File: config.mk
export PLATFORM = sky130hd
export DESIGN_NAME = arb_sequencer
export DESIGN_NICKNAME = d
export VERILOG_FILES = /design/src/logic/arb_fifo.sv /design/src/logic/arb_pkg.sv /design/src/logic/arb_sequencer.sv
export SDC_FILE = /design/constraint.sdc
export NUM_CORES = 1
export LEC_CHECK = 0
export BUFFER_PORTS_ARGS = -buffer_cell sky130_fd_sc_hd__buf_4
export CAP_MARGIN = 20
export CORE_ASPECT_RATIO = 1.75
export CORE_MARGIN = 2
export CORE_UTILIZATION = 60
export DETAILED_ROUTE_END_ITERATION = 10
export PLACE_DENSITY = 0.78
export SKIP_LAST_GASP = 1
export SYNTH_ARGS = -nofsm -noshare
export SYNTH_HDL_FRONTEND = slang
export SYNTH_SLANG_ARGS = --single-unit
File: constraint.sdc
create_clock -name clock_i -period 14.8 [get_ports clock_i]
set_input_delay 0.74 -clock clock_i [delete_from_list [all_inputs] [get_ports clock_i]]
set_output_delay 0.74 -clock clock_i [all_outputs]
set_load 0.02 [all_outputs]
File: src/logic/arb_fifo.sv
// holds no module: the result fifo is declared beside the sequencer that uses it

File: src/logic/arb_pkg.sv
// package: register map, fields, constants and carrier types for the result sequencer
// Overview of operation
// - after samples_per_interrupt_count plus one conversions the conversion interrupt flag is set and, if enabled, an interrupt is requested.
// - with channel_scan_enable set, the scan list restarts at its first entry whenever the count is reached.
// - without dma_mode_enable, the result slot pointer returns to slot zero whenever the count is reached.
// - without dma_mode_enable, sixteen result slots are filled in order, one per conversion, whatever channel was converted.
// - with dma_mode_enable, every result is written to result_slot_zero only.
// - with dma_mode_enable, the DMA address pointer advances once after every thirty-second conversion.
// - the conversion-complete flag clears when a conversion starts or when software writes zero to it, sets when a conversion ends, and otherwise holds.
package arb_pkg;
	localparam int          DATA_W          = 32;
	localparam int          RES_W           = 12;
	localparam int          NUM_SLOTS       = 16;
	localparam int          DMA_PERIOD      = 32;
	localparam int          FIFO_DEPTH      = 16;
	localparam int          NUM_CH          = 32;
	// register byte addresses
	localparam logic [11:0] OFS_CTRL_ONE    = 12'h000;
	localparam logic [11:0] OFS_CTRL_TWO    = 12'h004;
	localparam logic [11:0] OFS_SCAN_LO     = 12'h008;
	localparam logic [11:0] OFS_SCAN_HI     = 12'h00C;
	localparam logic [11:0] OFS_STATUS      = 12'h010;
	localparam logic [11:0] OFS_DMA_ADDR    = 12'h014;
	localparam logic [11:0] OFS_SLOT_BASE   = 12'h040;
	localparam logic [11:0] OFS_SLOT_LAST   = 12'h07C;
	// converter_control_one fields
	localparam int          B_DONE          = 0;
	localparam int          B_ACQ           = 1;
	localparam int          B_AUTO_CONV     = 2;
	localparam int          B_ON            = 15;
	// converter_control_two fields
	localparam int          B_SAMPLES_PER_INTERRUPT_COUNT_LO       = 2;
	localparam int          SAMPLES_PER_INTERRUPT_COUNT_W          = 5;
	localparam int          B_SCAN_EN       = 10;
	localparam int          B_DMA_EN        = 11;
	localparam int          B_IRQ_EN        = 12;
	// status fields
	localparam int          B_IRQ_FLAG      = 0;
	localparam int          B_FIFO_OVF      = 1;
	localparam logic [15:0] CTRL_RST        = 16'h0000;
	localparam logic [31:0] SCAN_RST        = 32'h0000_0001;
	localparam logic [15:0] DMA_ADDR_RST    = 16'h0000;
	// converter timing, in clock cycles
	localparam int          CONV_CYCLES     = 14;

	typedef struct packed {
		logic [RES_W-1:0] data;
		logic [4:0]       channel;
		logic [3:0]       slot;
	} arb_result_t;

	typedef enum logic [2:0] {
		ST_IDLE   = 3'b001,
		ST_SAMPLE = 3'b010,
		ST_CONV   = 3'b100
	} arb_state_t;
endpackage

File: src/logic/arb_sequencer.sv
// converter result sequencer and its result fifo: apb registers, scan, slots, dma pointer
// result fifo between the converter and the slot file
module arb_fifo import arb_pkg::*; #(
	parameter int WIDTH = 21,
	parameter int DEPTH = 16
) (
	input  wire logic             clock_i,
	input  wire logic             rstn_i,
	input  wire logic             flush_i,
	input  wire logic             in_valid_i,
	output logic                  in_ready_o,
	input  wire logic [WIDTH-1:0] in_data_i,
	output logic                  out_valid_o,
	input  wire logic             out_ready_i,
	output logic      [WIDTH-1:0] out_data_o
);
	localparam int AW = $clog2(DEPTH);
	if (DEPTH < 2 || (1 << AW) != DEPTH) begin : g_bad_depth
		$error("fifo depth must be a power of two");
	end
	logic [WIDTH-1:0] mem [DEPTH];
	logic [AW:0]      wp_q;
	logic [AW:0]      rp_q;
	wire              full  = (wp_q[AW] != rp_q[AW]) && (wp_q[AW-1:0] == rp_q[AW-1:0]);
	wire              empty = (wp_q == rp_q);
	wire              push  = in_valid_i && !full;
	wire              pop   = out_ready_i && !empty;
	assign in_ready_o  = !full;
	assign out_valid_o = !empty;
	assign out_data_o  = mem[rp_q[AW-1:0]];
	always_ff @(posedge clock_i) begin
		if (push)
			mem[wp_q[AW-1:0]] <= in_data_i;
	end
	always_ff @(posedge clock_i) begin
		if (!rstn_i || flush_i) begin
			wp_q <= '0;
			rp_q <= '0;
		end else begin
			if (push)
				wp_q <= wp_q + 1'b1;
			if (pop)
				rp_q <= rp_q + 1'b1;
		end
	end
endmodule

////////////////////////////////////////////////////////////////
module arb_sequencer import arb_pkg::*; #(
	parameter int SLOTS  = NUM_SLOTS,
	parameter int DMA_N  = DMA_PERIOD,
	parameter int CONV_N = CONV_CYCLES
) (
	input  wire logic              clock_i,
	input  wire logic              rstn_i,
	input  wire logic              psel_i,
	input  wire logic              penable_i,
	input  wire logic              pwrite_i,
	input  wire logic [11:0]       paddr_i,
	input  wire logic [31:0]       pwdata_i,
	output logic      [31:0]       prdata_o,
	output logic                   pready_o,
	output logic                   pslverr_o,
	input  wire logic              trigger_i,
	input  wire logic [RES_W-1:0]  sample_i,
	output logic      [4:0]        channel_o,
	output logic                   converting_o,
	output logic                   irq_o,
	output logic                   dma_req_o,
	output logic      [15:0]       dma_addr_o
);
	// slot pointer is four bits, dma counter six, conversion timer eight
	if (SLOTS != 16 || DMA_N < 2 || DMA_N > 64
		|| CONV_N < 1 || CONV_N > 256) begin : g_bad_cfg
		$error("unsupported sequencer parameters");
	end

	function automatic logic [4:0] next_chan(input logic [31:0] sel, input logic [4:0] cur);
		logic [4:0] c;
		logic       found;
		c     = 5'h00;
		found = 1'b0;
		for (int i = 1; i <= NUM_CH; i++) begin
			if (!found && sel[5'(cur + 5'(i))]) begin
				c     = 5'(cur + 5'(i));
				found = 1'b1;
			end
		end
		return found ? c : cur;
	endfunction

	function automatic logic [4:0] first_chan(input logic [31:0] sel);
		return next_chan(sel, 5'h1F);
	endfunction

	////////////////////////////////////////////////////////////////
	// registers
	logic [15:0]      ctl1_q;
	logic [15:0]      ctl2_q;
	logic [31:0]      scan_q;
	logic [1:0]       stat_q;
	logic [15:0]      dma_addr_q;
	logic [RES_W-1:0] slot_q [SLOTS];
	logic [31:0]      prdata_q;
	logic             pready_q;
	logic             pslverr_q;

	// writes commit on the edge where the master sees pready; reads are captured one earlier
	wire        wr_acc   = psel_i && penable_i && pwrite_i && pready_q;
	wire        rd_acc   = psel_i && penable_i && !pwrite_i && !pready_q;
	wire        is_slot  = paddr_i >= OFS_SLOT_BASE && paddr_i <= OFS_SLOT_LAST;
	wire [3:0]  slot_ix  = paddr_i[5:2];
	wire        mapped   = is_slot || paddr_i == OFS_CTRL_ONE || paddr_i == OFS_CTRL_TWO
		|| paddr_i == OFS_SCAN_LO || paddr_i == OFS_SCAN_HI
		|| paddr_i == OFS_STATUS || paddr_i == OFS_DMA_ADDR;
	wire        bad      = paddr_i[1:0] != 2'b00 || !mapped;
	wire        conv_on  = ctl1_q[B_ON];
	wire        auto_cv  = ctl1_q[B_AUTO_CONV];
	wire [4:0]  samples_per_interrupt_count     = ctl2_q[B_SAMPLES_PER_INTERRUPT_COUNT_LO +: SAMPLES_PER_INTERRUPT_COUNT_W];
	wire        scan_en  = ctl2_q[B_SCAN_EN];
	wire        dma_en   = ctl2_q[B_DMA_EN];
	wire        irq_en   = ctl2_q[B_IRQ_EN];

	////////////////////////////////////////////////////////////////
	// conversion engine
	arb_state_t  st_q;
	arb_state_t  st_d;
	logic [7:0]  tmr_q;
	logic [4:0]  cnt_q;
	logic [4:0]  ch_q;
	logic [3:0]  wptr_q;
	logic [5:0]  dcnt_q;
	logic        done_q;
	logic        conv_end;
	logic        conv_start;
	logic        fifo_ready;

	wire acq_drop = wr_acc && paddr_i == OFS_CTRL_ONE && ctl1_q[B_ACQ] && !pwdata_i[B_ACQ];
	assign conv_start = (st_q == ST_SAMPLE) && (auto_cv ? trigger_i : acq_drop);
	wire   conv_due   = (st_q == ST_CONV) && tmr_q == 8'(CONV_N - 1);
	// stall the converter while the fifo is full so no result is dropped
	assign conv_end   = conv_due && fifo_ready;
	wire   last_smp   = cnt_q == samples_per_interrupt_count;

	always_comb begin
		st_d = st_q;
		case (st_q)
			ST_IDLE:   if (conv_on) st_d = ST_SAMPLE;
			ST_SAMPLE: if (conv_start) st_d = ST_CONV;
			ST_CONV:   if (conv_end) st_d = ST_SAMPLE;
			default:   st_d = ST_IDLE;
		endcase
		if (!conv_on)
			st_d = ST_IDLE;
	end

	always_ff @(posedge clock_i) begin
		if (!rstn_i) begin
			st_q  <= ST_IDLE;
			tmr_q <= 8'h00;
		end else begin
			st_q  <= st_d;
			tmr_q <= (st_q == ST_CONV && !conv_end) ? 8'(tmr_q + 8'h01) : 8'h00;
		end
	end

	always_ff @(posedge clock_i) begin
		if (!rstn_i || !conv_on) begin
			cnt_q  <= 5'h00;
			wptr_q <= 4'h0;
			dcnt_q <= 6'h00;
			ch_q   <= 5'h00;
		end else if (conv_end) begin
			cnt_q  <= last_smp ? 5'h00 : 5'(cnt_q + 5'h01);
			// sequential slots, channel plays no part in the index
			wptr_q <= (dma_en || last_smp) ? 4'h0 : 4'(wptr_q + 4'h1);
			dcnt_q <= (dcnt_q == 6'(DMA_N - 1)) ? 6'h00 : 6'(dcnt_q + 6'h01);
			if (scan_en)
				ch_q <= last_smp ? first_chan(scan_q) : next_chan(scan_q, ch_q);
		end else if (st_q == ST_IDLE && scan_en) begin
			ch_q <= first_chan(scan_q);
		end
	end

	always_ff @(posedge clock_i) begin
		if (!rstn_i)
			done_q <= 1'b0;
		else if (conv_end)
			done_q <= 1'b1;
		else if (conv_start)
			done_q <= 1'b0;
		else if (wr_acc && paddr_i == OFS_CTRL_ONE)
			done_q <= done_q & pwdata_i[B_DONE]; // software clear
	end

	////////////////////////////////////////////////////////////////
	// result fifo toward the slot file
	arb_result_t fin;
	arb_result_t fout;
	logic        fvalid;
	assign fin.data    = sample_i;
	assign fin.channel = ch_q;
	assign fin.slot    = dma_en ? 4'h0 : wptr_q;

	arb_fifo #(
		.WIDTH ($bits(arb_result_t)),
		.DEPTH (FIFO_DEPTH)
	) u_fifo (
		.clock_i     (clock_i),
		.rstn_i      (rstn_i),
		.flush_i     (!conv_on),
		.in_valid_i  (conv_end),
		.in_ready_o  (fifo_ready),
		.in_data_i   (fin),
		.out_valid_o (fvalid),
		.out_ready_i (1'b1),
		.out_data_o  (fout)
	);

	always_ff @(posedge clock_i) begin
		if (fvalid)
			slot_q[fout.slot] <= fout.data;
	end

	////////////////////////////////////////////////////////////////
	// events: interrupt flag, dma address
	wire irq_ev  = conv_end && last_smp;
	wire dma_adv = conv_end && dma_en && dcnt_q == 6'(DMA_N - 1);
	wire st_wr   = wr_acc && paddr_i == OFS_STATUS;

	always_ff @(posedge clock_i) begin
		if (!rstn_i) begin
			stat_q     <= 2'b00;
			dma_addr_q <= DMA_ADDR_RST;
			irq_o      <= 1'b0;
			dma_req_o  <= 1'b0;
		end else begin
			// set wins over a write-one clear in the same cycle
			stat_q[B_IRQ_FLAG] <= irq_ev || (stat_q[B_IRQ_FLAG] && !(st_wr && pwdata_i[B_IRQ_FLAG]));
			// a stalled end is flagged so software can see the slot file lagging
			stat_q[B_FIFO_OVF] <= (conv_due && !fifo_ready)
				|| (stat_q[B_FIFO_OVF] && !(st_wr && pwdata_i[B_FIFO_OVF]));
			if (wr_acc && paddr_i == OFS_DMA_ADDR)
				dma_addr_q <= pwdata_i[15:0];
			else if (dma_adv)
				dma_addr_q <= 16'(dma_addr_q + 16'h0001);
			irq_o     <= irq_en && (irq_ev || stat_q[B_IRQ_FLAG]);
			dma_req_o <= conv_end && dma_en; // result waits in slot zero
		end
	end

	////////////////////////////////////////////////////////////////
	// apb slave, one wait state
	always_ff @(posedge clock_i) begin
		if (!rstn_i) begin
			ctl1_q <= CTRL_RST;
			ctl2_q <= CTRL_RST;
			scan_q <= SCAN_RST;
		end else if (wr_acc && !bad) begin
			if (paddr_i == OFS_CTRL_ONE)
				ctl1_q <= pwdata_i[15:0] & ~(16'h0001 << B_DONE);
			if (paddr_i == OFS_CTRL_TWO)
				ctl2_q <= pwdata_i[15:0];
			if (paddr_i == OFS_SCAN_LO)
				scan_q[15:0] <= pwdata_i[15:0];
			if (paddr_i == OFS_SCAN_HI)
				scan_q[31:16] <= pwdata_i[15:0];
		end else if (conv_start && !auto_cv) begin
			ctl1_q[B_ACQ] <= 1'b0;
		end
	end

	logic [31:0] rd_mux;
	always_comb begin
		rd_mux = 32'h0000_0000;
		if (is_slot)
			rd_mux = 32'(slot_q[slot_ix]);
		else if (paddr_i == OFS_CTRL_ONE)
			rd_mux = {16'h0000, ctl1_q[15:1], done_q};
		else if (paddr_i == OFS_CTRL_TWO)
			rd_mux = {16'h0000, ctl2_q};
		else if (paddr_i == OFS_SCAN_LO)
			rd_mux = {16'h0000, scan_q[15:0]};
		else if (paddr_i == OFS_SCAN_HI)
			rd_mux = {16'h0000, scan_q[31:16]};
		else if (paddr_i == OFS_STATUS)
			rd_mux = {30'h0000_0000, stat_q};
		else if (paddr_i == OFS_DMA_ADDR)
			rd_mux = {16'h0000, dma_addr_q};
	end

	always_ff @(posedge clock_i) begin
		if (!rstn_i) begin
			pready_q  <= 1'b0;
			pslverr_q <= 1'b0;
			prdata_q  <= 32'h0000_0000;
		end else begin
			pready_q  <= psel_i && penable_i && !pready_q;
			pslverr_q <= psel_i && penable_i && !pready_q && bad;
			prdata_q  <= (rd_acc && !bad) ? rd_mux : 32'h0000_0000;
		end
	end
	assign pready_o  = pready_q;
	assign pslverr_o = pslverr_q;
	assign prdata_o  = prdata_q;

	always_ff @(posedge clock_i) begin
		if (!rstn_i) begin
			channel_o    <= 5'h00;
			converting_o <= 1'b0;
		end else begin
			channel_o    <= ch_q;
			converting_o <= st_d == ST_CONV;
		end
	end
	assign dma_addr_o = dma_addr_q;

	////////////////////////////////////////////////////////////////
	// checks
	a_done_clear_start: assert property (
		@(posedge clock_i) disable iff (!rstn_i) conv_start |=> !done_q)
		else $error("complete flag not cleared at start");
	a_done_set_end: assert property (
		@(posedge clock_i) disable iff (!rstn_i) conv_end |=> done_q)
		else $error("complete flag not set at end");
	a_done_holds: assert property (
		@(posedge clock_i) disable iff (!rstn_i)
		(done_q && !conv_start && !(wr_acc && paddr_i == OFS_CTRL_ONE)) |=> done_q)
		else $error("complete flag dropped early");
	a_irq_flag_count: assert property (
		@(posedge clock_i) disable iff (!rstn_i)
		(conv_end && cnt_q == samples_per_interrupt_count) |=> stat_q[B_IRQ_FLAG])
		else $error("interrupt flag missed");
	a_irq_request: assert property (
		@(posedge clock_i) disable iff (!rstn_i)
		(irq_en && stat_q[B_IRQ_FLAG]) |=> irq_o)
		else $error("interrupt not requested");
	a_wptr_wrap: assert property (
		@(posedge clock_i) disable iff (!rstn_i) (conv_end && last_smp) |=> wptr_q == 4'h0)
		else $error("slot pointer did not wrap");
	a_wptr_step: assert property (
		@(posedge clock_i) disable iff (!rstn_i)
		(conv_end && !last_smp && !dma_en && conv_on) |=> wptr_q == $past(wptr_q) + 4'h1)
		else $error("slot pointer did not step");
	a_dma_slot_zero: assert property (
		@(posedge clock_i) disable iff (!rstn_i)
		(fvalid && $past(dma_en)) |-> fout.slot == 4'h0)
		else $error("dma mode wrote past slot zero");
	a_dma_addr_step: assert property (
		@(posedge clock_i) disable iff (!rstn_i)
		(dma_adv && !(wr_acc && paddr_i == OFS_DMA_ADDR))
		|=> dma_addr_q == $past(dma_addr_q) + 16'h0001)
		else $error("dma address did not advance");
	a_off_clears: assert property (
		@(posedge clock_i) disable iff (!rstn_i)
		!conv_on |=> (cnt_q == 5'h00 && wptr_q == 4'h0))
		else $error("counters not cleared when off");
	a_scan_restart: assert property (
		@(posedge clock_i) disable iff (!rstn_i)
		(conv_end && last_smp && scan_en && conv_on) |=> ch_q == first_chan($past(scan_q)))
		else $error("scan list did not restart");
endmodule

# Word level (Yosys, flattened, before mapping)
# Memories as Yosys holds them, arrays and structs flattened. A register that Yosys moved wholly into a read port is not among the register bits.
# Index checks and enable logic that the tools add are counted.
[classes] add_sub_neg=38 magnitude_cmp=34 eq_ne=19 muxes=577 bitwise=3 n_reduce_logical=258
[ops] operator="$mux 5" n=100
[ops] operator="$mux 1" n=426
[ops] operator="$lt 5x6->1 const B" n=32
[ops] operator="$bmux 1 s5" n=32
[ops] operator="$mux 16" n=8
[ops] operator="$logic_and 1x1->1" n=125
[ops] operator="$logic_not 1->1" n=105
[ops] operator="$add 5x5->5 const B" n=16
[ops] operator="$add 5x4->5 const B" n=8
[ops] operator="$eq 12x4->1 const B" n=2
[ops] operator="$eq 12x5->1 const B" n=2
[ops] operator="$add 5x1->5 const B" n=4
[ops] operator="$add 5x3->5 const B" n=4
[ops] operator="$add 16x1->16 const B" n=1
[ops] operator="$mux 4" n=4
[ops] operator="$reduce_and 2->1" n=7
[ops] operator="$eq 12x3->1 const B" n=1
[ops] operator="$ge 12x7->1 const B" n=1
[ops] operator="$le 12x7->1 const B" n=1
[ops] operator="$logic_not 12->1" n=1
[ops] operator="$logic_or 1x1->1" n=12
[ops] operator="$mux 12" n=1
[ops] operator="$add 5x2->5 const B" n=2
[ops] operator="$eq 5x5->1" n=2
[ops] operator="24 further kinds" n=32
[totals] reg_bits=165 mem_bits_rw=528 out_inout_bits=58 elab_cells=956 memories=2
[memory_table] name="u_fifo.mem" words=16 width=21 read_ports=1 rd_clocked_by_memory_dff=1 write_ports=1 line="arb_sequencer.sv:21" rtl="logic [WIDTH-1:0] mem [DEPTH];"
[memory_table] name="slot_q" words=16 width=12 read_ports=1 rd_clocked_by_memory_dff=0 write_ports=1 line="arb_sequencer.sv:103" rtl="logic [RES_W-1:0] slot_q [SLOTS];"

# Longest topological paths before layout
[logic_depth] ltp_word=197 mapped_depth=19

# Cells and area by module
# From an unflattened synthesis, not the netlist that was laid out.
[hier_totals] hier_cells=2354 hier_area_um2=33773.6
[modules_own_cells] module="arb_sequencer" n_inst=1 cells_per_inst=1785 area_each_um2=20273.2
[modules_own_cells] module="arb_fifo" n_inst=1 cells_per_inst=569 area_each_um2=13500.4

# Worst setup path before layout
# Ideal clock, no wire load.
[synth_timing] path_kind="flip-flop to flip-flop" from="register ch_q[2]" to="register ch_q[2]" setup_time_ns=0.127 t_arrival_ns=4.872 required_time_ns=14.673 setup_slack_ns=9.801 stages_incl_launch_ff=15 n_path_buf=3 cell_sequence="dfxtp_1 > buf_4 > clkbuf_1 > clkinv_1 > ha_1 > buf_1 > mux4_2 > mux4_2 > mux2i_2 > and2_1 > nand3_2 > or4_4 > o221a_4 > a2111oi_4 > a31oi_1"
[synth_between] elab_chain_len=195
[synth_rtl] item="start, declared" line="arb_sequencer.sv:130" rtl="logic [4:0] ch_q;"
[synth_rtl] item="start signal, assigned" line="arb_sequencer.sv:179" rtl="ch_q <= last_smp ? first_chan(scan_q) : next_chan(scan_q, ch_q);"
[synth_rtl] item="start signal, assigned" line="arb_sequencer.sv:181" rtl="ch_q <= first_chan(scan_q);"
[synth_rtl] item="$add 5x1->5" line="arb_sequencer.sv:84, arb_sequencer.sv:85"
[synth_rtl] item="$bmux 1 s5" line="arb_sequencer.sv:84" rtl="if (!found && sel[5'(cur + 5'(i))]) begin"
[synth_rtl] item="$mux 1 (not written as such)" line="arb_sequencer.sv:84"
[synth_rtl] item="$mux 1" line="arb_sequencer.sv:84"
[synth_rtl] item="$mux 1" line="arb_sequencer.sv:178" rtl="if (scan_en)"
[synth_rtl] item="$mux 1" line="arb_sequencer.sv:173" rtl="end else if (conv_end) begin"
[synth_rtl] item="$mux 1" line="arb_sequencer.sv:168" rtl="if (!rstn_i || !conv_on) begin"
[synth_rtl] item="$logic_not 1->1" line="arb_sequencer.sv:84"
[synth_rtl] item="[... 179 more ...]"
[synth_rtl] item="$logic_not 1->1" line="arb_sequencer.sv:84"
[synth_rtl] item="$logic_and 1x1->1" line="arb_sequencer.sv:84"
[synth_rtl] item="$mux 1" line="arb_sequencer.sv:84"
[synth_rtl] item="$mux 1" line="arb_sequencer.sv:178"
[synth_rtl] item="$mux 1" line="arb_sequencer.sv:173"
[synth_rtl] item="$mux 1" line="arb_sequencer.sv:168"
[synth_rtl] item="$ne 3x1->1 (no source line)"
[synth_rtl] item="$reduce_and 4->1 (no source line)"
# Several ways; a longest one is shown, not always the timed one. The select of a mux whose other input is x is not followed.
# A chain may end at the register's enable or synchronous reset.

# Worst setup path in the final report
[layout_timing] from="register ch_q[1]" to="register ch_q[4]"
# Same word-level chain as after synthesis.

==> results_dict.tcl <==
set metrics [dict create \
    dpl_cell_area_um2 31400 \
    critPathMaxFanout 20 \
    grtUsageTotal_pct 36.3 \
    setup_slack_ns 8.55 \
    clockPowerShare_pct 42.7 \
    cts.sinks 601 \
    leakage_nw 10.9 \
    synth_cell_types 106 \
    worst_r2r_startpoint "ch_q[1]$_SDFFE_PP0P_" \
    remaining_drc_errors 0 \
    cts_hold_buf 0 \
    vias_per_cell 7.08 \
    row_count 108 \
    top_level_ports 120 \
    combPwrFrac_pct 2.2 \
    antenna_cells_inserted 0 \
    cp-startpoint "ch_q[1]$_SDFFE_PP0P_" \
    synth-edff-count 448 \
    fin_hold_ws_ns 0.433 \
    holdCritStartpoint "sample_i[6]" \
    post-dp-hpwl_um 60900 \
    netlist.top_cell.by_area "edfxtp_1" \
    finish.instance_area_um2 33200 \
    status "complete, no violations" \
    io_buffers 87 \
    setup.worst_path.end_class "register" \
    most_frequently_used_cell_type_in_the_post_synthesis_netlist "edfxtp_1" \
    seq_area_frac_synth_pct 54.9 \
    power.switching_fraction_pct 20.3 \
    final_layout_size_suffix_gt1_share_pct 23.6 \
    areaGrowthSynthToFinish_pct 10.2 \
    final_hold_vio_count 0 \
    p_switching_mw 0.661 \
    finalWirelength_um 93300 \
    synth_top_cell_area_share_pct 44.7 \
    ys_async_sr_fraction_pct 0 \
    cts_inserted_buffers 51 \
    fillerInstances 3384 \
    dr.first_iter.drc_count 2291 \
    timing_worst_setup_path_type "reg2reg" \
    clock_tree.htree_level_count 2 \
    p_int_mw 2.59 \
    routedWlPerCell_um 31.9 \
    grt-ovfl-total 0 \
    drv_slew 0 \
    timing.slew.headroom_pct 21.1 \
    firstDrtPassIters 6 \
    grt_first_pass_wirelength_um 138000 \
    synth.top_cells.by_area "edfxtp_1 (45%), mux4_2 (17%), dfxtp_1 (10%), mux2i_1 (3.2%), nand2_1 (2.2%)" \
    yosys_warnings 0 \
    cts_setup_buffers 0 \
    clock-root-buffer "clkbuf_16" \
    gp_congestion 1.03 \
    grt_antenna_before_repair 1 \
    final-setup-viol-count 0 \
    final.min_clock_period_ns 6.25 \
    number_of_max_cap_violations 0 \
    pwr_density_cell_nw_per_um2 98.2 \
    number_of_synthesized_register_bits 601 \
    final_critical_path_share_of_the_clock_period_pct 42.2 \
    mappedNetlistArea_um2 30100 \
    grt_pass1_vias 21000 \
    synth_area_per_cell_um2 13.9 \
    chipWidth_um 173 \
    worst_ep_arrival_time_ns 6.75 \
    ir_drop_v 0.000160 \
    core_region_area_um2 49600 \
    die_area_um2 52000 \
    die_height_um 300 \
    clk-insertion-delay-late_ns 0.61 \
    route.antenna.remaining_nets 0 \
    initial_utilization_pct 60.7 \
    cts_resized 0 \
    finClkSkew_ns 0.0455 \
    synthesis.instances 2166 \
    num-nets-final 2308 \
    worst_margin_slew_ns 1.17 \
    grt_max_degree 89 \
    critPathLaunchType "register" \
    tritoncts "done" \
    fmax_mhz 160 \
    grt_setup_unrepaired "no" \
    power_frac_seq_pct 55.1 \
    hold_path_class "in2reg" \
    clkTransAtPathRegs_ns 0.07 \
    route.vias.total 20700 \
    dominantRegCellSynth "edfxtp_1" \
    setup_tns_ns 0 \
    place_ws_ns 8.65 \
    worst_ep_required_time_ns 15.30 \
    clockBufferDepth 3 \
    yosys-top-cells-count "edfxtp_1 (448), mux4_2 (221), nand2_1 (173)" \
]
path summary, 6_finish.rpt:
check | end | slack, ns | cells after the start
worst min-delay path | u_fifo.mem[9][15]$_DFFE_PP_ | 0.43 | 1
worst max-delay path | ch_q[4]$_SDFFE_PP0P_ | 8.55 | 13
worst max register to register | ch_q[4]$_SDFFE_PP0P_ | 8.55 | 13
worst min register to register | ctl1_q[10]$_SDFFE_PN0P_ | 0.47 | 2
layer usage:
layer	part of all wire (%)	vias up	routed length [µm]	GRT usage, %
met4	7.9	2	7330	24.2
met3	7.7	391	7150	5.85
met1	33	10400	30600	40.7
met2	52	1362	48200	64.0
met5	0.017	-	16	0
li1	-	8564	-	-
cell type report:
class / count / area [µm²] / share of cell area [%]
timing repair buffer: 153 / 1150 / 3.48
inverter: 32 / 120 / 0.362
clock inverter: 26 / 303 / 0.913
clock buffer: 68 / 1430 / 4.30
tap: 660 / 826 / 2.49
multi-input combinational: 1383 / 12800 / 38.6
sequential: 601 / 16500 / 49.8
power by group through the flow:
stage                     clock (mW)  combinational [mW]  sequential [mW]
after global placement             0              0.0682             1.83
after floorplan                    0              0.0421             1.83
after detailed placement           0              0.0699             1.83
after global routing            1.45              0.0750             1.79
final                           1.39              0.0713             1.79
after CTS                       1.40              0.0704             1.79
through the flow:
| step | util [%] | instances | total power [mW] |
|---|---|---|---|
| final | 66.9 | 2923 | 3.25 |
| after global routing | 66.9 | 2923 | 3.32 |
| after CTS | 66.8 | 2921 | 3.26 |
| after detailed placement | 63.3 | 2827 | 1.90 |
| after global placement | 63.3 | 2827 | 1.90 |
| after floorplan | - | 2181 | 1.87 |
state kept, by name (all words and copies together) (netlist names), 4 cells and up, named ones only:
signal	flops
ch_q	5
channel_o	5
cnt_q	5
ctl1_q	15
ctl2_q	16
dcnt_q	6
dma_addr_o	16
prdata_o	16
scan_q	32
slot_q	192
tmr_q	8
u_fifo.mem	256
u_fifo.rp_q	5
u_fifo.wp_q	5
wptr_q	4
kinds of logic (layout without fill, tap and decap cells):
| kind of cell | count (synthesis) | after routing | synth area share [%] |
|---|---|---|---|
| buf+inv | 197 | 279 | 3.06 |
| compound gates | 327 | 327 | 7.75 |
| flops | 601 | 601 | 54.9 |
| other cells | 1 | 16 | 0.0125 |
| simple gates | 597 | 597 | 9.89 |
| mux | 353 | 353 | 21.4 |
| fa+ha+maj | 24 | 24 | 0.998 |
| xor+xnor | 66 | 66 | 2.03 |
cell usage in the layout, fill, tap and decap left out, drive strengths merged, types with 17 or more instances in the layout:
cell type and instances:
nor4 25, nand3 48, nand2b 21, nand2 173, xnor2 34, mux2i 102
nor2 130, a21oi 70, nor2b 48, o211a 17, o21ai 51, buf 153
and2 23, inv 32, xor2 32, mux2 26, nor3 46, ha 24
clkbuf 68, mux4 225, clkinv 20, a21boi 44, nand4 29, dfxtp 153
edfxtp 448
critical path, cell delays in order (launching register included):
cell and delay (ns):
dfxtp_1 0.32, inv_2 0.47, ha_1 0.53, buf_4 0.37, mux4_2 0.61, mux4_2 0.48
mux2i_1 0.77, and2_1 0.36, nand4_1 0.45, nor4_1 1.04, nor2_1 0.21, a22oi_1 0.19
o21ai_1 0.16, o21ai_1 0.17
Note: power is estimated with default switching activity, not from simulation.
